===== config.mk =====
export PLATFORM = sky130hd
export DESIGN_NAME = buck_fault_protection
export DESIGN_NICKNAME = d
export VERILOG_FILES = /design/src/buck_guard_pkg.sv /design/src/hold_timer.sv /design/src/pulse_sequencer.sv /design/src/buck_fault_protection.sv
export SDC_FILE = /design/constraint.sdc
export NUM_CORES = 1
export LEC_CHECK = 0
export BUFFER_PORTS_ARGS = -buffer_cell sky130_fd_sc_hd__buf_2
export CELL_PAD_IN_SITES_DETAIL_PLACEMENT = 1
export CELL_PAD_IN_SITES_GLOBAL_PLACEMENT = 1
export CORE_MARGIN = 3
export CORE_UTILIZATION = 38
export DETAILED_ROUTE_END_ITERATION = 10
export PLACE_DENSITY = 0.84
export SYNTH_ARGS = -nofsm -noshare
export SYNTH_HDL_FRONTEND = slang
export SYNTH_SLANG_ARGS = --single-unit

===== constraint.sdc =====
create_clock -name core_clk -period 2.1 [get_ports core_clk]
set_clock_uncertainty 0.2 [all_clocks]
set_input_delay 0 -clock core_clk [delete_from_list [all_inputs] [get_ports core_clk]]
set_output_delay 0 -clock core_clk [all_outputs]
set_load 0.01 [all_outputs]

===== src/buck_guard_pkg.sv =====
package buck_guard_pkg;

    // ------------------------------------------------------------
    // register offsets and fields
    // ------------------------------------------------------------
    localparam logic [7:0] OC_LIMIT_ADDR  = 8'h15;
    localparam logic [7:0] OV_LEVEL_ADDR  = 8'h17;
    localparam logic [7:0] OT_LEVEL_ADDR  = 8'h19;
    localparam logic [7:0] STATUS_ADDR    = 8'h1a;
    localparam int         OC_FIELD_W     = 3;
    localparam int         OV_FIELD_W     = 2;
    localparam int         OT_FIELD_W     = 2;
    localparam logic [2:0] OC_LIMIT_RESET = 3'h2;
    localparam logic [1:0] OV_LEVEL_RESET = 2'h3;
    localparam logic [1:0] OT_LEVEL_RESET = 2'h3;
    localparam int         STAT_RUN_BIT   = 0;
    localparam int         STAT_HICC_BIT  = 1;
    localparam int         STAT_OV_BIT    = 2;
    localparam int         STAT_OT_BIT    = 3;
    localparam int         STAT_PG_BIT    = 4;

    // ------------------------------------------------------------
    // timing
    // ------------------------------------------------------------
    localparam int CLK_PERIOD_NS   = 10;
    localparam int OV_DELAY_NS     = 5000;
    localparam int MIN_ON_NS       = 40;
    localparam int MIN_OFF_NS      = 60;
    localparam int HICCUP_BLANK_NS = 20000;
    localparam int OV_DELAY_CYCLES =
        (OV_DELAY_NS + CLK_PERIOD_NS - 1) / CLK_PERIOD_NS;
    localparam int MIN_ON_CYCLES =
        (MIN_ON_NS + CLK_PERIOD_NS - 1) / CLK_PERIOD_NS;
    localparam int MIN_OFF_CYCLES =
        (MIN_OFF_NS + CLK_PERIOD_NS - 1) / CLK_PERIOD_NS;
    localparam int HICCUP_CYCLES =
        (HICCUP_BLANK_NS + CLK_PERIOD_NS - 1) / CLK_PERIOD_NS;
    localparam int TIMER_W = 12;

    // ------------------------------------------------------------
    // types
    // ------------------------------------------------------------
    typedef struct packed {
        logic enable_above;
        logic bias_above;
        logic oc_over_limit;
        logic current_zero;
        logic ov_above;
        logic ov_below_hyst;
        logic ot_above;
        logic ot_below_hyst;
        logic output_near_zero;
    } sense_flags_t;

    typedef struct packed {
        logic high_side;
        logic low_side;
    } gate_drive_t;

    typedef struct packed {
        logic [2:0] overcurrent_limit_code;
        logic [1:0] overvoltage_level_code;
        logic [1:0] overtemp_level_code;
    } level_codes_t;

    typedef enum logic [2:0] {
        ST_OFF,
        ST_RUN,
        ST_OC_DRAIN,
        ST_HICCUP,
        ST_OV_DISCHARGE,
        ST_OV_HOLD,
        ST_OT_SHUT
    } guard_state_t;

endpackage


===== src/hold_timer.sv =====
`timescale 1ns/10ps
module hold_timer #(
    parameter int LIMIT = 16
) (
    input  wire logic core_clk,
    input  wire logic rst,
    input  wire logic count_en,
    output logic      done
);

    logic [buck_guard_pkg::TIMER_W-1:0] count_reg;
    localparam logic [buck_guard_pkg::TIMER_W-1:0] LIMIT_W =
        buck_guard_pkg::TIMER_W'(LIMIT);

    // ------------------------------------------------------------
    // counts while enabled, saturates at the limit, clears when idle
    // ------------------------------------------------------------
    always_ff @(posedge core_clk) begin
        if (rst || !count_en) begin
            count_reg <= '0;
        end else if (count_reg != LIMIT_W) begin
            count_reg <= count_reg + 1'b1;
        end
    end

    assign done = count_en && (count_reg == LIMIT_W);

endmodule // hold_timer


===== src/pulse_sequencer.sv =====
`timescale 1ns/10ps
module pulse_sequencer (
    input  wire logic                        core_clk,
    input  wire logic                        rst,
    input  wire logic                        run,
    input  wire logic                        cycle_start,
    input  wire logic                        startup,
    input  wire logic [7:0]                  on_cycles,
    output buck_guard_pkg::gate_drive_t      drive,
    output logic                             sample_window
);

    typedef enum logic [1:0] {PH_LOW, PH_HIGH, PH_MIN_OFF} phase_t;

    localparam logic [7:0] MIN_ON_W  = 8'(buck_guard_pkg::MIN_ON_CYCLES);
    localparam logic [7:0] MIN_OFF_W = 8'(buck_guard_pkg::MIN_OFF_CYCLES);

    phase_t     phase_reg;
    logic [7:0] count_reg;
    logic [7:0] on_load;

    // near zero output forces the shortest on pulse
    assign on_load = (startup || on_cycles < MIN_ON_W) ? MIN_ON_W
                                                       : on_cycles;

    // ------------------------------------------------------------
    // on pulse, then minimum off, then low side until next cycle
    // ------------------------------------------------------------
    always_ff @(posedge core_clk) begin
        if (rst || !run) begin
            phase_reg <= PH_LOW;
            count_reg <= '0;
        end else begin
            unique case (phase_reg)
                PH_LOW: begin
                    if (cycle_start) begin
                        phase_reg <= PH_HIGH;
                        count_reg <= on_load;
                    end
                end
                PH_HIGH: begin
                    if (count_reg <= 8'h01) begin
                        phase_reg <= PH_MIN_OFF;
                        count_reg <= MIN_OFF_W;
                    end else begin
                        count_reg <= count_reg - 8'h01;
                    end
                end
                PH_MIN_OFF: begin
                    if (count_reg <= 8'h01) begin
                        phase_reg <= PH_LOW;
                        count_reg <= '0;
                    end else begin
                        count_reg <= count_reg - 8'h01;
                    end
                end
            endcase
        end
    end

    assign drive.high_side = run && (phase_reg == PH_HIGH);
    assign drive.low_side  = run && (phase_reg != PH_HIGH);
    assign sample_window   = run && (phase_reg == PH_MIN_OFF);

endmodule // pulse_sequencer


===== src/buck_fault_protection.sv =====
`timescale 1ns/10ps
module buck_fault_protection (
    input  wire logic                         core_clk,
    input  wire logic                         rst,
    input  wire logic [7:0]                   reg_addr,
    input  wire logic                         reg_write,
    input  wire logic [7:0]                   reg_wdata,
    input  wire logic                         reg_read,
    output logic [7:0]                        reg_rdata,
    input  wire buck_guard_pkg::sense_flags_t sense_in,
    input  wire logic                         pg_in_range,
    input  wire logic                         cycle_start,
    input  wire logic [7:0]                   on_cycles,
    output buck_guard_pkg::gate_drive_t       gate,
    output buck_guard_pkg::level_codes_t      level_codes,
    output logic                              output_good_flag,
    output logic                              soft_start_run,
    output logic                              bias_regulator_on
);

    // ------------------------------------------------------------
    // declarations
    // ------------------------------------------------------------
    buck_guard_pkg::sense_flags_t sense_meta_reg;
    buck_guard_pkg::sense_flags_t sense_reg;
    buck_guard_pkg::guard_state_t state_reg;
    buck_guard_pkg::guard_state_t state_next;
    buck_guard_pkg::gate_drive_t  seq_drive;
    buck_guard_pkg::gate_drive_t  gate_reg;
    buck_guard_pkg::gate_drive_t  gate_next;

    logic [2:0] oc_code_reg;
    logic [1:0] ov_code_reg;
    logic [1:0] ot_code_reg;
    logic [7:0] rdata_reg;
    logic       output_good_reg;
    logic       soft_start_reg;
    logic       bias_on_reg;
    logic       sample_window;
    logic       seq_run;
    logic       powered;
    logic       oc_fault;
    logic       ov_qualify_en;
    logic       ov_fault;
    logic       hiccup_done;
    logic       ov_active;
    logic       ot_active;

    function automatic logic is_run(input buck_guard_pkg::guard_state_t s);
        return s == buck_guard_pkg::ST_RUN;
    endfunction

    // oc drain and hiccup form the retry loop
    function automatic logic in_retry(input buck_guard_pkg::guard_state_t s);
        return (s == buck_guard_pkg::ST_OC_DRAIN) ||
               (s == buck_guard_pkg::ST_HICCUP);
    endfunction

    // discharge and hold form the over-voltage latch
    function automatic logic in_latch(input buck_guard_pkg::guard_state_t s);
        return (s == buck_guard_pkg::ST_OV_DISCHARGE) ||
               (s == buck_guard_pkg::ST_OV_HOLD);
    endfunction

    // ------------------------------------------------------------
    // comparator flag synchroniser
    // ------------------------------------------------------------
    always_ff @(posedge core_clk) begin
        if (rst) begin
            sense_meta_reg <= '0;
            sense_reg      <= '0;
        end else begin
            sense_meta_reg <= sense_in;
            sense_reg      <= sense_meta_reg;
        end
    end

    // ------------------------------------------------------------
    // threshold select registers
    // ------------------------------------------------------------
    always_ff @(posedge core_clk) begin
        if (rst) begin
            oc_code_reg <= buck_guard_pkg::OC_LIMIT_RESET;
            ov_code_reg <= buck_guard_pkg::OV_LEVEL_RESET;
            ot_code_reg <= buck_guard_pkg::OT_LEVEL_RESET;
        end else if (reg_write) begin
            if (reg_addr == buck_guard_pkg::OC_LIMIT_ADDR) begin
                oc_code_reg <= reg_wdata[buck_guard_pkg::OC_FIELD_W-1:0];
            end
            if (reg_addr == buck_guard_pkg::OV_LEVEL_ADDR) begin
                ov_code_reg <= reg_wdata[buck_guard_pkg::OV_FIELD_W-1:0];
            end
            if (reg_addr == buck_guard_pkg::OT_LEVEL_ADDR) begin
                ot_code_reg <= reg_wdata[buck_guard_pkg::OT_FIELD_W-1:0];
            end
        end
    end

    // ------------------------------------------------------------
    // register read port
    // ------------------------------------------------------------
    always_ff @(posedge core_clk) begin
        if (rst) begin
            rdata_reg <= '0;
        end else if (reg_read) begin
            unique case (reg_addr)
                buck_guard_pkg::OC_LIMIT_ADDR: begin
                    rdata_reg <= {5'h00, oc_code_reg};
                end
                buck_guard_pkg::OV_LEVEL_ADDR: begin
                    rdata_reg <= {6'h00, ov_code_reg};
                end
                buck_guard_pkg::OT_LEVEL_ADDR: begin
                    rdata_reg <= {6'h00, ot_code_reg};
                end
                buck_guard_pkg::STATUS_ADDR: begin
                    rdata_reg <= '0;
                    rdata_reg[buck_guard_pkg::STAT_RUN_BIT] <=
                        is_run(state_reg);
                    rdata_reg[buck_guard_pkg::STAT_HICC_BIT] <=
                        in_retry(state_reg);
                    rdata_reg[buck_guard_pkg::STAT_OV_BIT] <=
                        in_latch(state_reg);
                    rdata_reg[buck_guard_pkg::STAT_OT_BIT] <=
                        (state_reg == buck_guard_pkg::ST_OT_SHUT);
                    rdata_reg[buck_guard_pkg::STAT_PG_BIT] <= output_good_reg;
                end
                default: begin
                    rdata_reg <= '0;
                end
            endcase
        end
    end

    assign reg_rdata = rdata_reg;

    // codes go straight out to the analog comparators
    assign level_codes.overcurrent_limit_code = oc_code_reg;
    assign level_codes.overvoltage_level_code = ov_code_reg;
    assign level_codes.overtemp_level_code    = ot_code_reg;

    // ------------------------------------------------------------
    // switching sequencer
    // ------------------------------------------------------------
    assign seq_run = is_run(state_reg);

    pulse_sequencer u_sequencer (
        .core_clk      (core_clk),
        .rst           (rst),
        .run           (seq_run),
        .cycle_start   (cycle_start),
        .startup       (sense_reg.output_near_zero),
        .on_cycles     (on_cycles),
        .drive         (seq_drive),
        .sample_window (sample_window)
    );

    // ------------------------------------------------------------
    // fault detection and timers
    // ------------------------------------------------------------
    assign powered  = sense_reg.enable_above && sense_reg.bias_above;
    // trip judged only in the minimum-off window,
    // while the low side conducts
    assign oc_fault = sample_window && sense_reg.oc_over_limit;

    assign ov_active = (state_reg == buck_guard_pkg::ST_RUN) ||
                       (state_reg == buck_guard_pkg::ST_OC_DRAIN) ||
                       (state_reg == buck_guard_pkg::ST_HICCUP);
    assign ot_active = ov_active;

    assign ov_qualify_en = ov_active && sense_reg.ov_above;

    hold_timer #(
        .LIMIT (buck_guard_pkg::OV_DELAY_CYCLES)
    ) u_ov_qualify (
        .core_clk (core_clk),
        .rst      (rst),
        .count_en (ov_qualify_en),
        .done     (ov_fault)
    );

    hold_timer #(
        .LIMIT (buck_guard_pkg::HICCUP_CYCLES)
    ) u_hiccup_blank (
        .core_clk (core_clk),
        .rst      (rst),
        .count_en (state_reg == buck_guard_pkg::ST_HICCUP),
        .done     (hiccup_done)
    );

    // ------------------------------------------------------------
    // protection state machine
    // ------------------------------------------------------------
    // supply loss outranks every fault, so the latch clears only via off;
    // over-voltage outranks temperature, temperature the current trip
    always_comb begin
        state_next = state_reg;
        if (!powered) begin
            state_next = buck_guard_pkg::ST_OFF;
        end else if (ov_fault) begin
            state_next = buck_guard_pkg::ST_OV_DISCHARGE;
        end else if (ot_active && sense_reg.ot_above) begin
            state_next = buck_guard_pkg::ST_OT_SHUT;
        end else begin
            unique case (state_reg)
                buck_guard_pkg::ST_OFF: begin
                    state_next = buck_guard_pkg::ST_RUN;
                end
                buck_guard_pkg::ST_RUN: begin
                    if (oc_fault) begin
                        state_next = buck_guard_pkg::ST_OC_DRAIN;
                    end
                end
                buck_guard_pkg::ST_OC_DRAIN: begin
                    if (sense_reg.current_zero) begin
                        state_next = buck_guard_pkg::ST_HICCUP;
                    end
                end
                buck_guard_pkg::ST_HICCUP: begin
                    if (hiccup_done) begin
                        state_next = buck_guard_pkg::ST_RUN;
                    end
                end
                buck_guard_pkg::ST_OV_DISCHARGE: begin
                    if (sense_reg.ov_below_hyst) begin
                        state_next = buck_guard_pkg::ST_OV_HOLD;
                    end
                end
                buck_guard_pkg::ST_OV_HOLD: begin
                    state_next = buck_guard_pkg::ST_OV_HOLD;
                end
                buck_guard_pkg::ST_OT_SHUT: begin
                    if (sense_reg.ot_below_hyst) begin
                        state_next = buck_guard_pkg::ST_RUN;
                    end
                end
                default: begin
                    state_next = buck_guard_pkg::ST_OFF;
                end
            endcase
        end
    end

    always_ff @(posedge core_clk) begin
        if (rst) begin
            state_reg <= buck_guard_pkg::ST_OFF;
        end else begin
            state_reg <= state_next;
        end
    end

    // ------------------------------------------------------------
    // gate drive
    // ------------------------------------------------------------
    // gates follow the next state, so a fault opens the high side
    // on the same edge that the state changes
    always_comb begin
        gate_next = '0;
        unique case (state_next)
            buck_guard_pkg::ST_RUN: begin
                if (is_run(state_reg)) begin
                    gate_next = seq_drive;
                end
            end
            buck_guard_pkg::ST_OC_DRAIN: begin
                gate_next.low_side = 1'b1;
            end
            buck_guard_pkg::ST_OV_DISCHARGE: begin
                gate_next.low_side = 1'b1;
            end
            default: begin
                gate_next = '0;
            end
        endcase
    end

    always_ff @(posedge core_clk) begin
        if (rst) begin
            gate_reg <= '0;
        end else begin
            gate_reg <= gate_next;
        end
    end

    assign gate = gate_reg;

    // ------------------------------------------------------------
    // output good, soft-start reference and bias regulator
    // ------------------------------------------------------------
    always_ff @(posedge core_clk) begin
        if (rst) begin
            output_good_reg <= 1'b0;
        end else begin
            // any fault state drops output good on the same edge
            output_good_reg <= is_run(state_next) &&
                               is_run(state_reg) &&
                               pg_in_range;
        end
    end

    always_ff @(posedge core_clk) begin
        if (rst) begin
            soft_start_reg <= 1'b0;
        end else begin
            soft_start_reg <= is_run(state_next);
        end
    end

    always_ff @(posedge core_clk) begin
        if (rst) begin
            bias_on_reg <= 1'b1;
        end else begin
            bias_on_reg <= 1'b1;
        end
    end

    assign output_good_flag  = output_good_reg;
    assign soft_start_run    = soft_start_reg;
    assign bias_regulator_on = bias_on_reg;

endmodule // buck_fault_protection


==> impl_metrics.json <==
{
  "outcome": "completed",
  "overflow": 0,
  "first_pass_iters": 4,
  "path_clk_slew_ns": 0.08,
  "core.rowCount": 33,
  "swShare_pct": 21.2,
  "place_area_um2": 3740,
  "postCtsSetupBuffers": 0,
  "yosysWarnings": 0,
  "start_kind": "flop",
  "dieArea_um2": 10000,
  "hpwl_um": 6340,
  "syn_area_um2": 3360,
  "dr_total_vias": 3060,
  "cts_buffer_depth": 2,
  "crit_type": "flop to flop",
  "vdd_drop_max_uv": 407,
  "gp_congestion": 0.850,
  "post-place-ws_ns": 0.0236,
  "grt_pass1_wl_um": 15800,
  "seq_area_frac_synth_pct": 42.2,
  "ios": 59,
  "layout_commonest_cell": "dfxtp_1",
  "drt_wl_total_um": 9610,
  "fin_ws_ns": 0.0609,
  "ys_seq_elements": 71,
  "whs_ns": 0.0700,
  "clkPwrFrac_pct": 45.9,
  "hold_violations": 0,
  "nets": 519,
  "p_leak_nw": 1.70,
  "htree_levels": 3,
  "area_delta_synth_final_pct": 27.7,
  "tritoncts": "yes",
  "drc": 0,
  "synth_ff_type": "dfxtp_1",
  "die_x_um": 100,
  "clock_latency_ns": 0.35,
  "die_h_um": 100,
  "finalCritPeriodShare_pct": 97.1,
  "ant_nets": 0,
  "endpoint_kind": "flop",
  "synth-edff-count": 0,
  "synthArstFlopShare_pct": 0,
  "p_int_mw": 2.23,
  "max_freq_mhz": 490,
  "wl_per_cell_um": 16.6,
  "cts_buffers": 9,
  "track_usage_pct": 19.7,
  "core_um2": 8420,
  "grt_pass1_vias": 3342,
  "setup_viol": 0,
  "layout_common_cells": "dfxtp_1 (68), buf_2 (49), nor2_1 (46), dlygate4sd3_1 (30), nand2_1 (29)",
  "powerDensity_nw_per_um2": 659,
  "vias_per_cell": 5.28,
  "layout_min_cycle_time_ns": 2.04,
  "grt_antenna_before_repair": 0,
  "p_total_mw": 2.83,
  "combPwrFrac_pct": 5.7,
  "p_seq_share_pct": 48.4,
  "crit_arrival_ns": 2.05,
  "maxSlewViolCount": 0,
  "hold_path.class": "primary input to flop",
  "start_util_pct": 39.9,
  "layout-drive-gt1-share_pct": 20.0,
  "syn-instance-count": 386,
  "critPathRequiredTime_ns": 2.12,
  "io_buffers": 49,
  "path_max_fanout": 9,
  "syn_avg_cell_area_um2": 8.72,
  "grt_max_degree": 30,
  "rsz0062_at_grt": "yes",
  "yosysUniqueCellTypes": 57,
  "diodes": 0,
  "final_cell_area_um2": 4300,
  "fin_cells": 580,
  "root_buffer": "clkbuf_8",
  "cap_viol_max_count": 0,
  "dp_cells": 535,
  "drt_iter0_markers": 103,
  "cts.sinks": 71,
  "switchingPower_mw": 0.600
}
-- what timing repair did --
item                                    4_1_cts  5_1_grt
hold buffers                                 31        0
pin swaps                                     0        3
endpoints found under the hold margin        39        0
endpoints found under the setup margin        2        8
resized for setup                             3        7
-- final cells by class --
cell class	count	area, µm²
Fill cell	1005	4130
Inverter	14	52.6
Clock buffer	9	124
Clock inverter	6	110
Timing Repair Buffer	91	636
Sequential cell	71	1430
Tap cell	105	131
Multi-Input combinational cell	284	1820
-- power by group through the flow --
stage               logic, mW  registers [mW]  clock network, mW
finish                  0.163            1.37               1.30
global route            0.177            1.37               1.38
CTS                     0.159            1.37               1.32
detailed placement      0.118            1.40                  0
global placement        0.113            1.40                  0
floorplan              0.0715            1.40                  0
-- worst max-delay path, stage by stage (launching register included) --
cell and delay [ns]:
dfxtp_1 0.50, nor3b_2 0.42, a32o_1 0.28, a211oi_2 0.06, a2111oi_1 0.37, a31oi_1 0.09
-- path summary, 6_finish.rpt --
kind / start / to / slack [ns] / depth (start not counted)
worst min-delay path: reg_addr[7] / ot_code_reg[0]$_SDFFE_PP1P_ / 0.07 / 5
worst max register to register: state_reg[0]$_SDFF_PP0_ / gate[0]$_SDFF_PP0_ / 0.06 / 5
worst max-delay path: state_reg[0]$_SDFF_PP0_ / gate[0]$_SDFF_PP0_ / 0.06 / 5
worst min register to register: sense_meta_reg[5]$_SDFF_PP0_ / sense_reg[5]$_SDFF_PP0_ / 0.25 / 1
-- layer usage --
layer  routed length [µm]  vias up  GRT usage, %
met5                    0        -             0
met4                  250        0          8.50
met3                  257       24          2.92
met2                 5230       68          37.9
met1                 3880     1469          21.0
li1                     -     1499             -
-- cells in the mapped netlist (all sizes together) (6+ instances only) --
| cell type | instances | area share [%] |
|---|---|---|
| a21oi | 21 | 3.1 |
| a31oi | 6 | 1.1 |
| a32oi | 6 | 1.6 |
| and3 | 14 | 2.7 |
| buf | 9 | 1.9 |
| clkbuf | 10 | 1.2 |
| dfxtp | 71 | 42 |
| ha | 9 | 3.3 |
| inv | 14 | 1.6 |
| nand2 | 29 | 3.2 |
| nand2b | 12 | 2.2 |
| nand3 | 9 | 1.3 |
| nand4 | 6 | 1.1 |
| nor2 | 47 | 5.3 |
| nor2b | 24 | 4.5 |
| o21ai | 13 | 1.9 |
| xnor2 | 10 | 2.6 |
| xor2 | 11 | 2.9 |
-- kinds of logic after synthesis --
family	synth area share, %
flops	42.2
fa+ha+maj	3.35
simple gates	28.9
buf+inv	4.61
other cells	0.223
xor+xnor	5.47
mux	1.52
compound gates	13.7
-- through the flow --
stage	utilization, %	setup TNS (ns)
after floorplan	-	0
after global placement	44.4	0
after detailed placement	44.4	0
after CTS	50.9	0
after global routing	51.0	-0.0119
final	51.0	0
No activity file was read; power rests on OpenSTA's default activity.
